### src/shared/ccp_pkg.sv
// Constants, types and register map of the dual capture channel block.
package ccp_pkg;

    // Register port
    localparam int ADDR_W = 4;
    localparam int DATA_W = 8;
    localparam int CH_COUNT = 2;

    // Register indices
    localparam logic [3:0] OFS_CTRL0 = 4'h0;
    localparam logic [3:0] OFS_CTRL1 = 4'h1;
    localparam logic [3:0] OFS_CAP0_LO = 4'h2;
    localparam logic [3:0] OFS_CAP0_HI = 4'h3;
    localparam logic [3:0] OFS_CAP1_LO = 4'h4;
    localparam logic [3:0] OFS_CAP1_HI = 4'h5;
    localparam logic [3:0] OFS_TIMER3_CTRL = 4'h6;
    localparam logic [3:0] OFS_FLAGS = 4'h7;
    localparam logic [3:0] OFS_ENABLES = 4'h8;
    localparam logic [3:0] OFS_CONFIG = 4'h9;

    // Field positions
    localparam int SEL_CH0_POS = 3;
    localparam int SEL_CH1_POS = 6;
    localparam int ROUTE_POS = 0;
    localparam int CTRL_W = 6;

    // Mode field encodings
    localparam logic [3:0] MODE_OFF = 4'h0;
    localparam logic [3:0] MODE_CAP_FALL = 4'h4;
    localparam logic [3:0] MODE_CAP_RISE = 4'h5;
    localparam logic [3:0] MODE_CAP_RISE4 = 4'h6;
    localparam logic [3:0] MODE_CAP_RISE16 = 4'h7;
    localparam logic [3:0] MODE_CMP_TRIGGER = 4'hb;
    localparam logic [1:0] CLASS_CAPTURE = 2'h1;
    localparam logic [1:0] CLASS_PWM = 2'h3;

    // Prescaler last counts (count runs 0 .. last)
    localparam logic [3:0] PRESCALE_4_LAST = 4'h3;
    localparam logic [3:0] PRESCALE_16_LAST = 4'hf;

    // Reset values
    localparam logic [5:0] CTRL_RESET = 6'h00;
    localparam logic [15:0] CAP_RESET = 16'h0000;
    localparam logic SEL_RESET = 1'b0;
    localparam logic ROUTE_RESET = 1'b1;
    localparam logic FLAG_RESET = 1'b0;
    localparam logic ENABLE_RESET = 1'b0;
    localparam logic [2:0] SYNC_RESET = 3'h0;
    localparam logic [3:0] PRESCALE_RESET = 4'h0;

    typedef enum logic [1:0] {
        TB_FIRST = 2'b00,
        TB_SECOND = 2'b01,
        TB_THIRD = 2'b11
    } time_base_e;

    typedef struct packed {
        logic [15:0] first;
        logic [15:0] second;
        logic [15:0] third;
    } time_bases_s;

    typedef struct packed {
        logic [3:0] addr;
        logic [7:0] wdata;
        logic write;
        logic read;
    } reg_req_s;

    typedef struct packed {
        logic first_reset;
        logic third_reset;
        logic conversion_start;
    } trigger_s;

endpackage

### src/hdl/dual_capture_timer_select.sv
// Two capture/compare channels with time base selection and edge prescaler.
`timescale 1ns/1ps

module dual_capture_timer_select (
    // Clock and reset
    input wire logic i_clk,
    input wire logic i_reset_n,
    // Register port
    input wire ccp_pkg::reg_req_s i_reg,
    output logic [7:0] o_rdata,
    // Time bases
    input wire ccp_pkg::time_bases_s i_time_bases,
    input wire logic i_first_timer_async,
    // Pin levels
    input wire logic i_first_channel_pin,
    input wire logic i_port_c_alt_pin,
    input wire logic i_port_b_alt_pin,
    // Status and triggers
    output logic [1:0] o_capture_strobe,
    output logic [1:0] o_channel_event_flag,
    output logic [1:0] o_channel_event_enable,
    output ccp_pkg::time_base_e o_first_channel_time_base,
    output ccp_pkg::time_base_e o_second_channel_time_base,
    output ccp_pkg::trigger_s o_trigger
);

    // Software visible state
    logic [5:0] channel_control [2];
    logic [15:0] capture_value_pair [2];
    logic [1:0] timer_select;
    logic second_channel_pin_route;
    logic [1:0] channel_event_flag;
    logic [1:0] channel_event_enable;

    // Per channel working signals
    logic [1:0] raw_pin;
    logic [1:0] event_fire;
    logic [1:0] trig_first;
    logic [1:0] trig_third;
    logic [1:0] trig_any;
    ccp_pkg::time_base_e time_base [2];

    // Address decode
    wire wr_ctrl0 = i_reg.write && (i_reg.addr == ccp_pkg::OFS_CTRL0);
    wire wr_ctrl1 = i_reg.write && (i_reg.addr == ccp_pkg::OFS_CTRL1);
    wire wr_cap0_lo = i_reg.write && (i_reg.addr == ccp_pkg::OFS_CAP0_LO);
    wire wr_cap0_hi = i_reg.write && (i_reg.addr == ccp_pkg::OFS_CAP0_HI);
    wire wr_cap1_lo = i_reg.write && (i_reg.addr == ccp_pkg::OFS_CAP1_LO);
    wire wr_cap1_hi = i_reg.write && (i_reg.addr == ccp_pkg::OFS_CAP1_HI);
    wire wr_timer3 = i_reg.write && (i_reg.addr == ccp_pkg::OFS_TIMER3_CTRL);
    wire wr_flags = i_reg.write && (i_reg.addr == ccp_pkg::OFS_FLAGS);
    wire wr_enables = i_reg.write && (i_reg.addr == ccp_pkg::OFS_ENABLES);
    wire wr_config = i_reg.write && (i_reg.addr == ccp_pkg::OFS_CONFIG);

    wire [1:0] wr_ctrl = {wr_ctrl1, wr_ctrl0};
    wire [1:0] wr_cap_lo = {wr_cap1_lo, wr_cap0_lo};
    wire [1:0] wr_cap_hi = {wr_cap1_hi, wr_cap0_hi};

    // Second channel pin routing; a route change can look like an edge
    assign raw_pin[0] = i_first_channel_pin;
    assign raw_pin[1] = second_channel_pin_route ? i_port_c_alt_pin
                                                 : i_port_b_alt_pin;

    // Loose configuration bits
    always_ff @(posedge i_clk or negedge i_reset_n) begin
        if (!i_reset_n) begin
            timer_select <= {ccp_pkg::SEL_RESET, ccp_pkg::SEL_RESET};
            second_channel_pin_route <= ccp_pkg::ROUTE_RESET;
            channel_event_enable <= {ccp_pkg::ENABLE_RESET, ccp_pkg::ENABLE_RESET};
        end else begin
            if (wr_timer3) begin
                timer_select[0] <= i_reg.wdata[ccp_pkg::SEL_CH0_POS];
                timer_select[1] <= i_reg.wdata[ccp_pkg::SEL_CH1_POS];
            end
            if (wr_config) begin
                second_channel_pin_route <= i_reg.wdata[ccp_pkg::ROUTE_POS];
            end
            if (wr_enables) begin
                channel_event_enable <= i_reg.wdata[1:0];
            end
        end
    end

    genvar ch;
    generate
        for (ch = 0; ch < ccp_pkg::CH_COUNT; ch++) begin : g_channel
            logic [2:0] pin_sync;
            logic pin_level;
            logic [3:0] prescale;
            logic match_q;

            wire [3:0] mode = channel_control[ch][3:0];
            wire is_capture = (mode[3:2] == ccp_pkg::CLASS_CAPTURE);
            wire is_pwm = (mode[3:2] == ccp_pkg::CLASS_PWM);

            // Capture/compare picks first or third timer, PWM the second
            assign time_base[ch] = is_pwm ? ccp_pkg::TB_SECOND
                                 : (timer_select[ch] ? ccp_pkg::TB_THIRD
                                                     : ccp_pkg::TB_FIRST);

            wire [15:0] base_count = (time_base[ch] == ccp_pkg::TB_THIRD)
                                   ? i_time_bases.third
                                   : (time_base[ch] == ccp_pkg::TB_SECOND)
                                   ? i_time_bases.second
                                   : i_time_bases.first;

            // Asynchronous first timer gives no trustworthy count
            wire base_ok = !((time_base[ch] == ccp_pkg::TB_FIRST)
                             && i_first_timer_async);

            // Edges from the filtered pin level, in or out alike
            wire agree = (pin_sync[1] == pin_sync[2]);
            wire next_pin_level = agree ? pin_sync[2] : pin_level;
            wire rise = next_pin_level && !pin_level;
            wire fall = !next_pin_level && pin_level;

            wire is_rise4 = (mode == ccp_pkg::MODE_CAP_RISE4);
            wire is_rise16 = (mode == ccp_pkg::MODE_CAP_RISE16);
            wire [3:0] prescale_last = is_rise16 ? ccp_pkg::PRESCALE_16_LAST
                                                 : ccp_pkg::PRESCALE_4_LAST;
            // A count left high by a setting change wraps at the new limit
            wire prescale_done = (prescale >= prescale_last);
            wire counting = is_rise4 || is_rise16;

            wire [3:0] next_prescale = !is_capture ? ccp_pkg::PRESCALE_RESET
                                     : (counting && rise)
                                       ? (prescale_done ? ccp_pkg::PRESCALE_RESET
                                                        : prescale + 4'h1)
                                     : prescale;

            wire capture_event = (mode == ccp_pkg::MODE_CAP_FALL && fall)
                               || (mode == ccp_pkg::MODE_CAP_RISE && rise)
                               || (counting && rise && prescale_done);

            // Compare special event trigger on the first cycle of a match
            wire match = (mode == ccp_pkg::MODE_CMP_TRIGGER) && base_ok
                       && (capture_value_pair[ch] == base_count);
            wire compare_event = match && !match_q;

            assign event_fire[ch] = (capture_event && base_ok) || compare_event;
            assign trig_first[ch] = compare_event
                                  && (time_base[ch] == ccp_pkg::TB_FIRST);
            assign trig_third[ch] = compare_event
                                  && (time_base[ch] == ccp_pkg::TB_THIRD);
            assign trig_any[ch] = compare_event;

            always_ff @(posedge i_clk or negedge i_reset_n) begin
                if (!i_reset_n) begin
                    pin_sync <= ccp_pkg::SYNC_RESET;
                    pin_level <= 1'b0;
                    prescale <= ccp_pkg::PRESCALE_RESET;
                    match_q <= 1'b0;
                end else begin
                    pin_sync <= {pin_sync[1:0], raw_pin[ch]};
                    pin_level <= next_pin_level;
                    prescale <= next_prescale;
                    match_q <= match;
                end
            end

            always_ff @(posedge i_clk or negedge i_reset_n) begin
                if (!i_reset_n) begin
                    channel_control[ch] <= ccp_pkg::CTRL_RESET;
                end else if (wr_ctrl[ch]) begin
                    channel_control[ch] <= i_reg.wdata[5:0];
                end
            end

            // Hardware capture beats a software write in the same cycle
            always_ff @(posedge i_clk or negedge i_reset_n) begin
                if (!i_reset_n) begin
                    capture_value_pair[ch] <= ccp_pkg::CAP_RESET;
                end else if (capture_event && base_ok) begin
                    capture_value_pair[ch] <= base_count;
                end else if (wr_cap_lo[ch]) begin
                    capture_value_pair[ch][7:0] <= i_reg.wdata;
                end else if (wr_cap_hi[ch]) begin
                    capture_value_pair[ch][15:8] <= i_reg.wdata;
                end
            end

            // Set wins over a clear in the same cycle
            always_ff @(posedge i_clk or negedge i_reset_n) begin
                if (!i_reset_n) begin
                    channel_event_flag[ch] <= ccp_pkg::FLAG_RESET;
                end else if (event_fire[ch]) begin
                    channel_event_flag[ch] <= 1'b1;
                end else if (wr_flags && i_reg.wdata[ch]) begin
                    channel_event_flag[ch] <= 1'b0;
                end
            end
        end
    endgenerate

    // Shared timer resets simply combine; simultaneous ones do not fight
    wire next_first_reset = |trig_first;
    wire next_third_reset = |trig_third;
    wire next_conversion = trig_any[1];

    // Read selection
    logic [7:0] read_value;
    always_comb begin
        read_value = 8'h00;
        unique case (i_reg.addr)
            ccp_pkg::OFS_CTRL0: read_value = {2'h0, channel_control[0]};
            ccp_pkg::OFS_CTRL1: read_value = {2'h0, channel_control[1]};
            ccp_pkg::OFS_CAP0_LO: read_value = capture_value_pair[0][7:0];
            ccp_pkg::OFS_CAP0_HI: read_value = capture_value_pair[0][15:8];
            ccp_pkg::OFS_CAP1_LO: read_value = capture_value_pair[1][7:0];
            ccp_pkg::OFS_CAP1_HI: read_value = capture_value_pair[1][15:8];
            ccp_pkg::OFS_TIMER3_CTRL: begin
                read_value[ccp_pkg::SEL_CH0_POS] = timer_select[0];
                read_value[ccp_pkg::SEL_CH1_POS] = timer_select[1];
            end
            ccp_pkg::OFS_FLAGS: read_value = {6'h00, channel_event_flag};
            ccp_pkg::OFS_ENABLES: read_value = {6'h00, channel_event_enable};
            ccp_pkg::OFS_CONFIG: read_value = {7'h00, second_channel_pin_route};
            default: read_value = 8'h00;
        endcase
    end

    // Registered outputs
    always_ff @(posedge i_clk or negedge i_reset_n) begin
        if (!i_reset_n) begin
            o_rdata <= 8'h00;
            o_capture_strobe <= 2'h0;
            o_trigger <= '0;
        end else begin
            o_rdata <= i_reg.read ? read_value : 8'h00;
            o_capture_strobe <= event_fire & ~trig_any;
            o_trigger.first_reset <= next_first_reset;
            o_trigger.third_reset <= next_third_reset;
            o_trigger.conversion_start <= next_conversion;
        end
    end

    // PWM on both channels always lands on the second timer
    assign o_first_channel_time_base = time_base[0];
    assign o_second_channel_time_base = time_base[1];
    assign o_channel_event_flag = channel_event_flag;
    assign o_channel_event_enable = channel_event_enable;

endmodule

### config.mk
export PLATFORM = sky130hd
export DESIGN_NAME = dual_capture_timer_select
export DESIGN_NICKNAME = d
export VERILOG_FILES = /design/src/shared/ccp_pkg.sv /design/src/hdl/dual_capture_timer_select.sv
export SDC_FILE = /design/constraint.sdc
export NUM_CORES = 1
export LEC_CHECK = 0
export ABC_AREA = 1
export BUFFER_PORTS_ARGS = -buffer_cell sky130_fd_sc_hd__buf_4
export CAP_MARGIN = 20
export CORE_MARGIN = 4
export CORE_UTILIZATION = 58
export DETAILED_ROUTE_END_ITERATION = 10
export PLACE_DENSITY = 0.82
export SETUP_SLACK_MARGIN = 0.3
export SLEW_MARGIN = 25
export SYNTH_ARGS = -nofsm -noshare
export SYNTH_HDL_FRONTEND = slang
export SYNTH_SLANG_ARGS = --single-unit
### constraint.sdc
create_clock -name i_clk -period 2.5 [get_ports i_clk]
set_input_delay 0.25 -clock i_clk [delete_from_list [all_inputs] [get_ports i_clk]]
set_output_delay 0.25 -clock i_clk [all_outputs]
set_load 0.05 [all_outputs]
==> qor.csv <==
stage;metric;value;unit
die;ios;89;
timing;maxSlewViolCount;0;
route;drt.antenna.violating_nets;0;
route;post_drt_wl_per_cell;19.2;um
clocking;clk_pin_slew;90;ps
logic_synthesis;netlist_area;5490;sq um
critical_path;cp_data_arrival_time;2450;ps
placed_design;gp_congestion;1.01;
logic_synthesis;async_reset_ff_share;100;%
critical_path;start_kind;flop;
job;cap_viol_max_count;0;
timing;slew_headroom;49.9;%
die;die_x;105;um
timing;setup_viol;0;
die;rows;35;
outcome;status;finished clean;
critical_path;path_max_fanout;6;
timing;hold_ws;76.7;ps
route;via_count;6324;
logic_synthesis;synth_seq_cells;82;
placed_design;dp_cells;1016;
clocking;clk_path_buf_depth;2;
timing;period_minus_slack;2140;ps
route;drt-total-wl;20100;um
placed_design;dp_hpwl;14300;um
critical_path;r2r_slack;360;ps
critical_path;worstSetupEndpointType;flop;
route;dr.pass1.iters;9;
route;route.detailed.drc;0;
grt;grt_pass1_vias;5836;
logic_synthesis;synth.net_count;878;
power_and_ir_drop;cellLeakagePower;0.00369;uW
logic_synthesis;postSynthCellCount;804;
grt;grt_util_all_layers;34.1;%
timing;finalSetupTns;0;ps
timing;skew;14.8;ps
power_and_ir_drop;powerDensity;797;nW/um^2
timing;worstMarginPinSlew;752;ps
grt;grt_max_degree;59;
clocking;cts_tree;done;
cells_and_area;final_util;74.7;%
critical_path;required;2810;ps
cells_and_area;fin_nets;986;
route;vias_per_cell;6.05;
power_and_ir_drop;vdd_drop_max;405;uV
die;fp.dieH;105;um
cells_and_area;area.growth.synth_to_final;25.8;%
timing;fmax;468;MHz
timing;hold_viol;0;
grt;antenna_found_initial;0;
clocking;cts_made_buffers;9;
clocking;cts_root_buf;clkbuf_8;
clocking;cts_sinks;82;
grt;grt_pass1_wl;29700;um
logic_synthesis;ys_seq_area_share;37.4;%
timing;rsz0062_at_grt;yes;
cells_and_area;diodes;0;
route;dr.first_iter.drc_count;807;
clocking;insertion_delay;370;ps
cells_and_area;fin_cells;1046;
critical_path;crit_type;flop to flop;
logic_synthesis;postSynthAreaPerCell;6.83;sq um
logic_synthesis;synth_cell_types;43;
logic_synthesis;ys.flop_type;dfrtp_1;
cells_and_area;drive_above_1_share;20.7;%
die;core;9240;sq um
logic_synthesis;synth_warnings;0;
logic_synthesis;synth_edf_count;0;
cells_and_area;fillCellCount;721;
die;start_util;59.4;%
min_path;hold_class;input port to flop;
timing;post-route-period-util;85.6;%
grt;grt_overflow;0;
clocking;h-tree-depth;3;
placed_design;io_buffers;88;
die;die_area;11100;sq um
-- cell families after synthesis --
family          share of synthesized area (%)
mux                                     0.205
xor+xnor                                0.638
simple gates                             40.8
fa+ha+maj                                1.37
flops                                    37.4
buf+inv                                  11.6
compound gates                           7.98
-- routing by layer --
metal	global-route usage (%)	share of wire [%]
met5	0	0
met4	15.6	6.0
met3	6.92	13
met2	55.1	46
met1	44.0	35
-- metrics by stage --
stage | worst slack (ps) | total power, uW | area [sq um]
after floorplan | 418 | 3440 | 5490
after global placement | 426 | 4140 | 6360
after detailed placement | 342 | 4220 | 6360
after CTS | 320 | 5270 | 6580
after global routing | 284 | 5810 | 6910
final | 361 | 5510 | 6910
-- power by group --
group / switching (uW) / internal, uW / total [uW]
clock network: 520 / 566 / 1090
registers: 368 / 1690 / 2050
logic: 1520 / 850 / 2370
total: 2400 / 3100 / 5510
-- flip-flops by register name, summed over array words and instances (netlist names) --
signal,cells
g_channel.prescale,8
second_channel_pin_route,1
o_channel_event_enable,2
o_rdata,8
g_channel.pin_level,2
o_channel_event_flag,2
o_capture_strobe,2
g_channel.pin_sync,6
channel_control,12
timer_select,2
capture_value_pair,32
o_trigger,3
g_channel.match_q,2
-- synthesized netlist by cell type, types with 10 or more instances --
master,n,area [sq um]
clkbuf_1,10,37.5
dfrtp_1,81,2030
inv_1,123,462
inv_2,11,41.3
nand2_1,189,709
nand3_1,189,946
nand4_1,20,125
nor2_1,30,113
o21ai_0,30,150
o22ai_1,13,81.3
or2_0,12,75.1
or2_2,13,81.3
-- area by class of cell --
cell class,count,area [sq um],share of cell area (%)
inverter,140,541,7.83
tap,129,161,2.34
multi-input combinational,562,2910,42.2
timing repair buffer,117,1020,14.8
clock inverter,6,90.1,1.30
sequential,82,2050,29.8
clock buffer,10,128,1.85
-- what timing repair did --
item                                    in CTS  in global routing
hold endpoints to repair                    56                  1
gates resized for setup                      0                 30
hold buffers                                 1                  1
endpoints found under the setup margin       0                 37
setup buffers                                0                  7
-- critical path, cell delays in order, from the launching register on --
cell	delay, ps
dfrtp_1	410
inv_2	80
nor2_4	150
nand3_4	100
ha_4	270
a21o_1	110
a21oi_2	70
o21ai_1	140
nand2_2	180
clkbuf_16	220
or2_2	270
nand3_1	70
-- cells in the final DEF (no fill, tap or decap), types with 2 or more instances in the layout --
cell,instances
a32o_1,2
xor2_1,2
ha_1,5
nand3_1,182
dfrtp_1,80
inv_2,11
clkbuf_16,5
a21oi_2,2
a221oi_1,4
bufinv_16,2
a21o_1,4
o22ai_1,13
or2_2,13
buf_4,105
dlygate4sd3_1,2
nor3_4,2
nor2_1,30
a21oi_1,7
nand3b_1,2
nand3_2,9
or2_0,11
nand2_2,6
o2111ai_1,3
a31oi_1,2
buf_12,3
nand2_1,188
clkinv_1,4
o21ai_0,30
nor2_4,8
o21a_1,2
nor3_1,3
nand4_1,20
inv_1,123
xnor2_1,2
inv_8,2
clkbuf_8,9
-- worst paths after layout --
kind | from | to | cells after the start
max | channel_control[2] | capture_value_pair[0] | 11
min | i_reg[0] | o_rdata[1] | 3
max reg2reg | channel_control[2] | capture_value_pair[0] | 11
min reg2reg | g_channel[0].pin_sync[0] | g_channel[0].pin_sync[1] | 0
max in group asynchronous | i_reset_n | capture_value_pair[31] | 3
min in group asynchronous | i_reset_n | capture_value_pair[5] | 2
(Power assumes the default switching activity.)
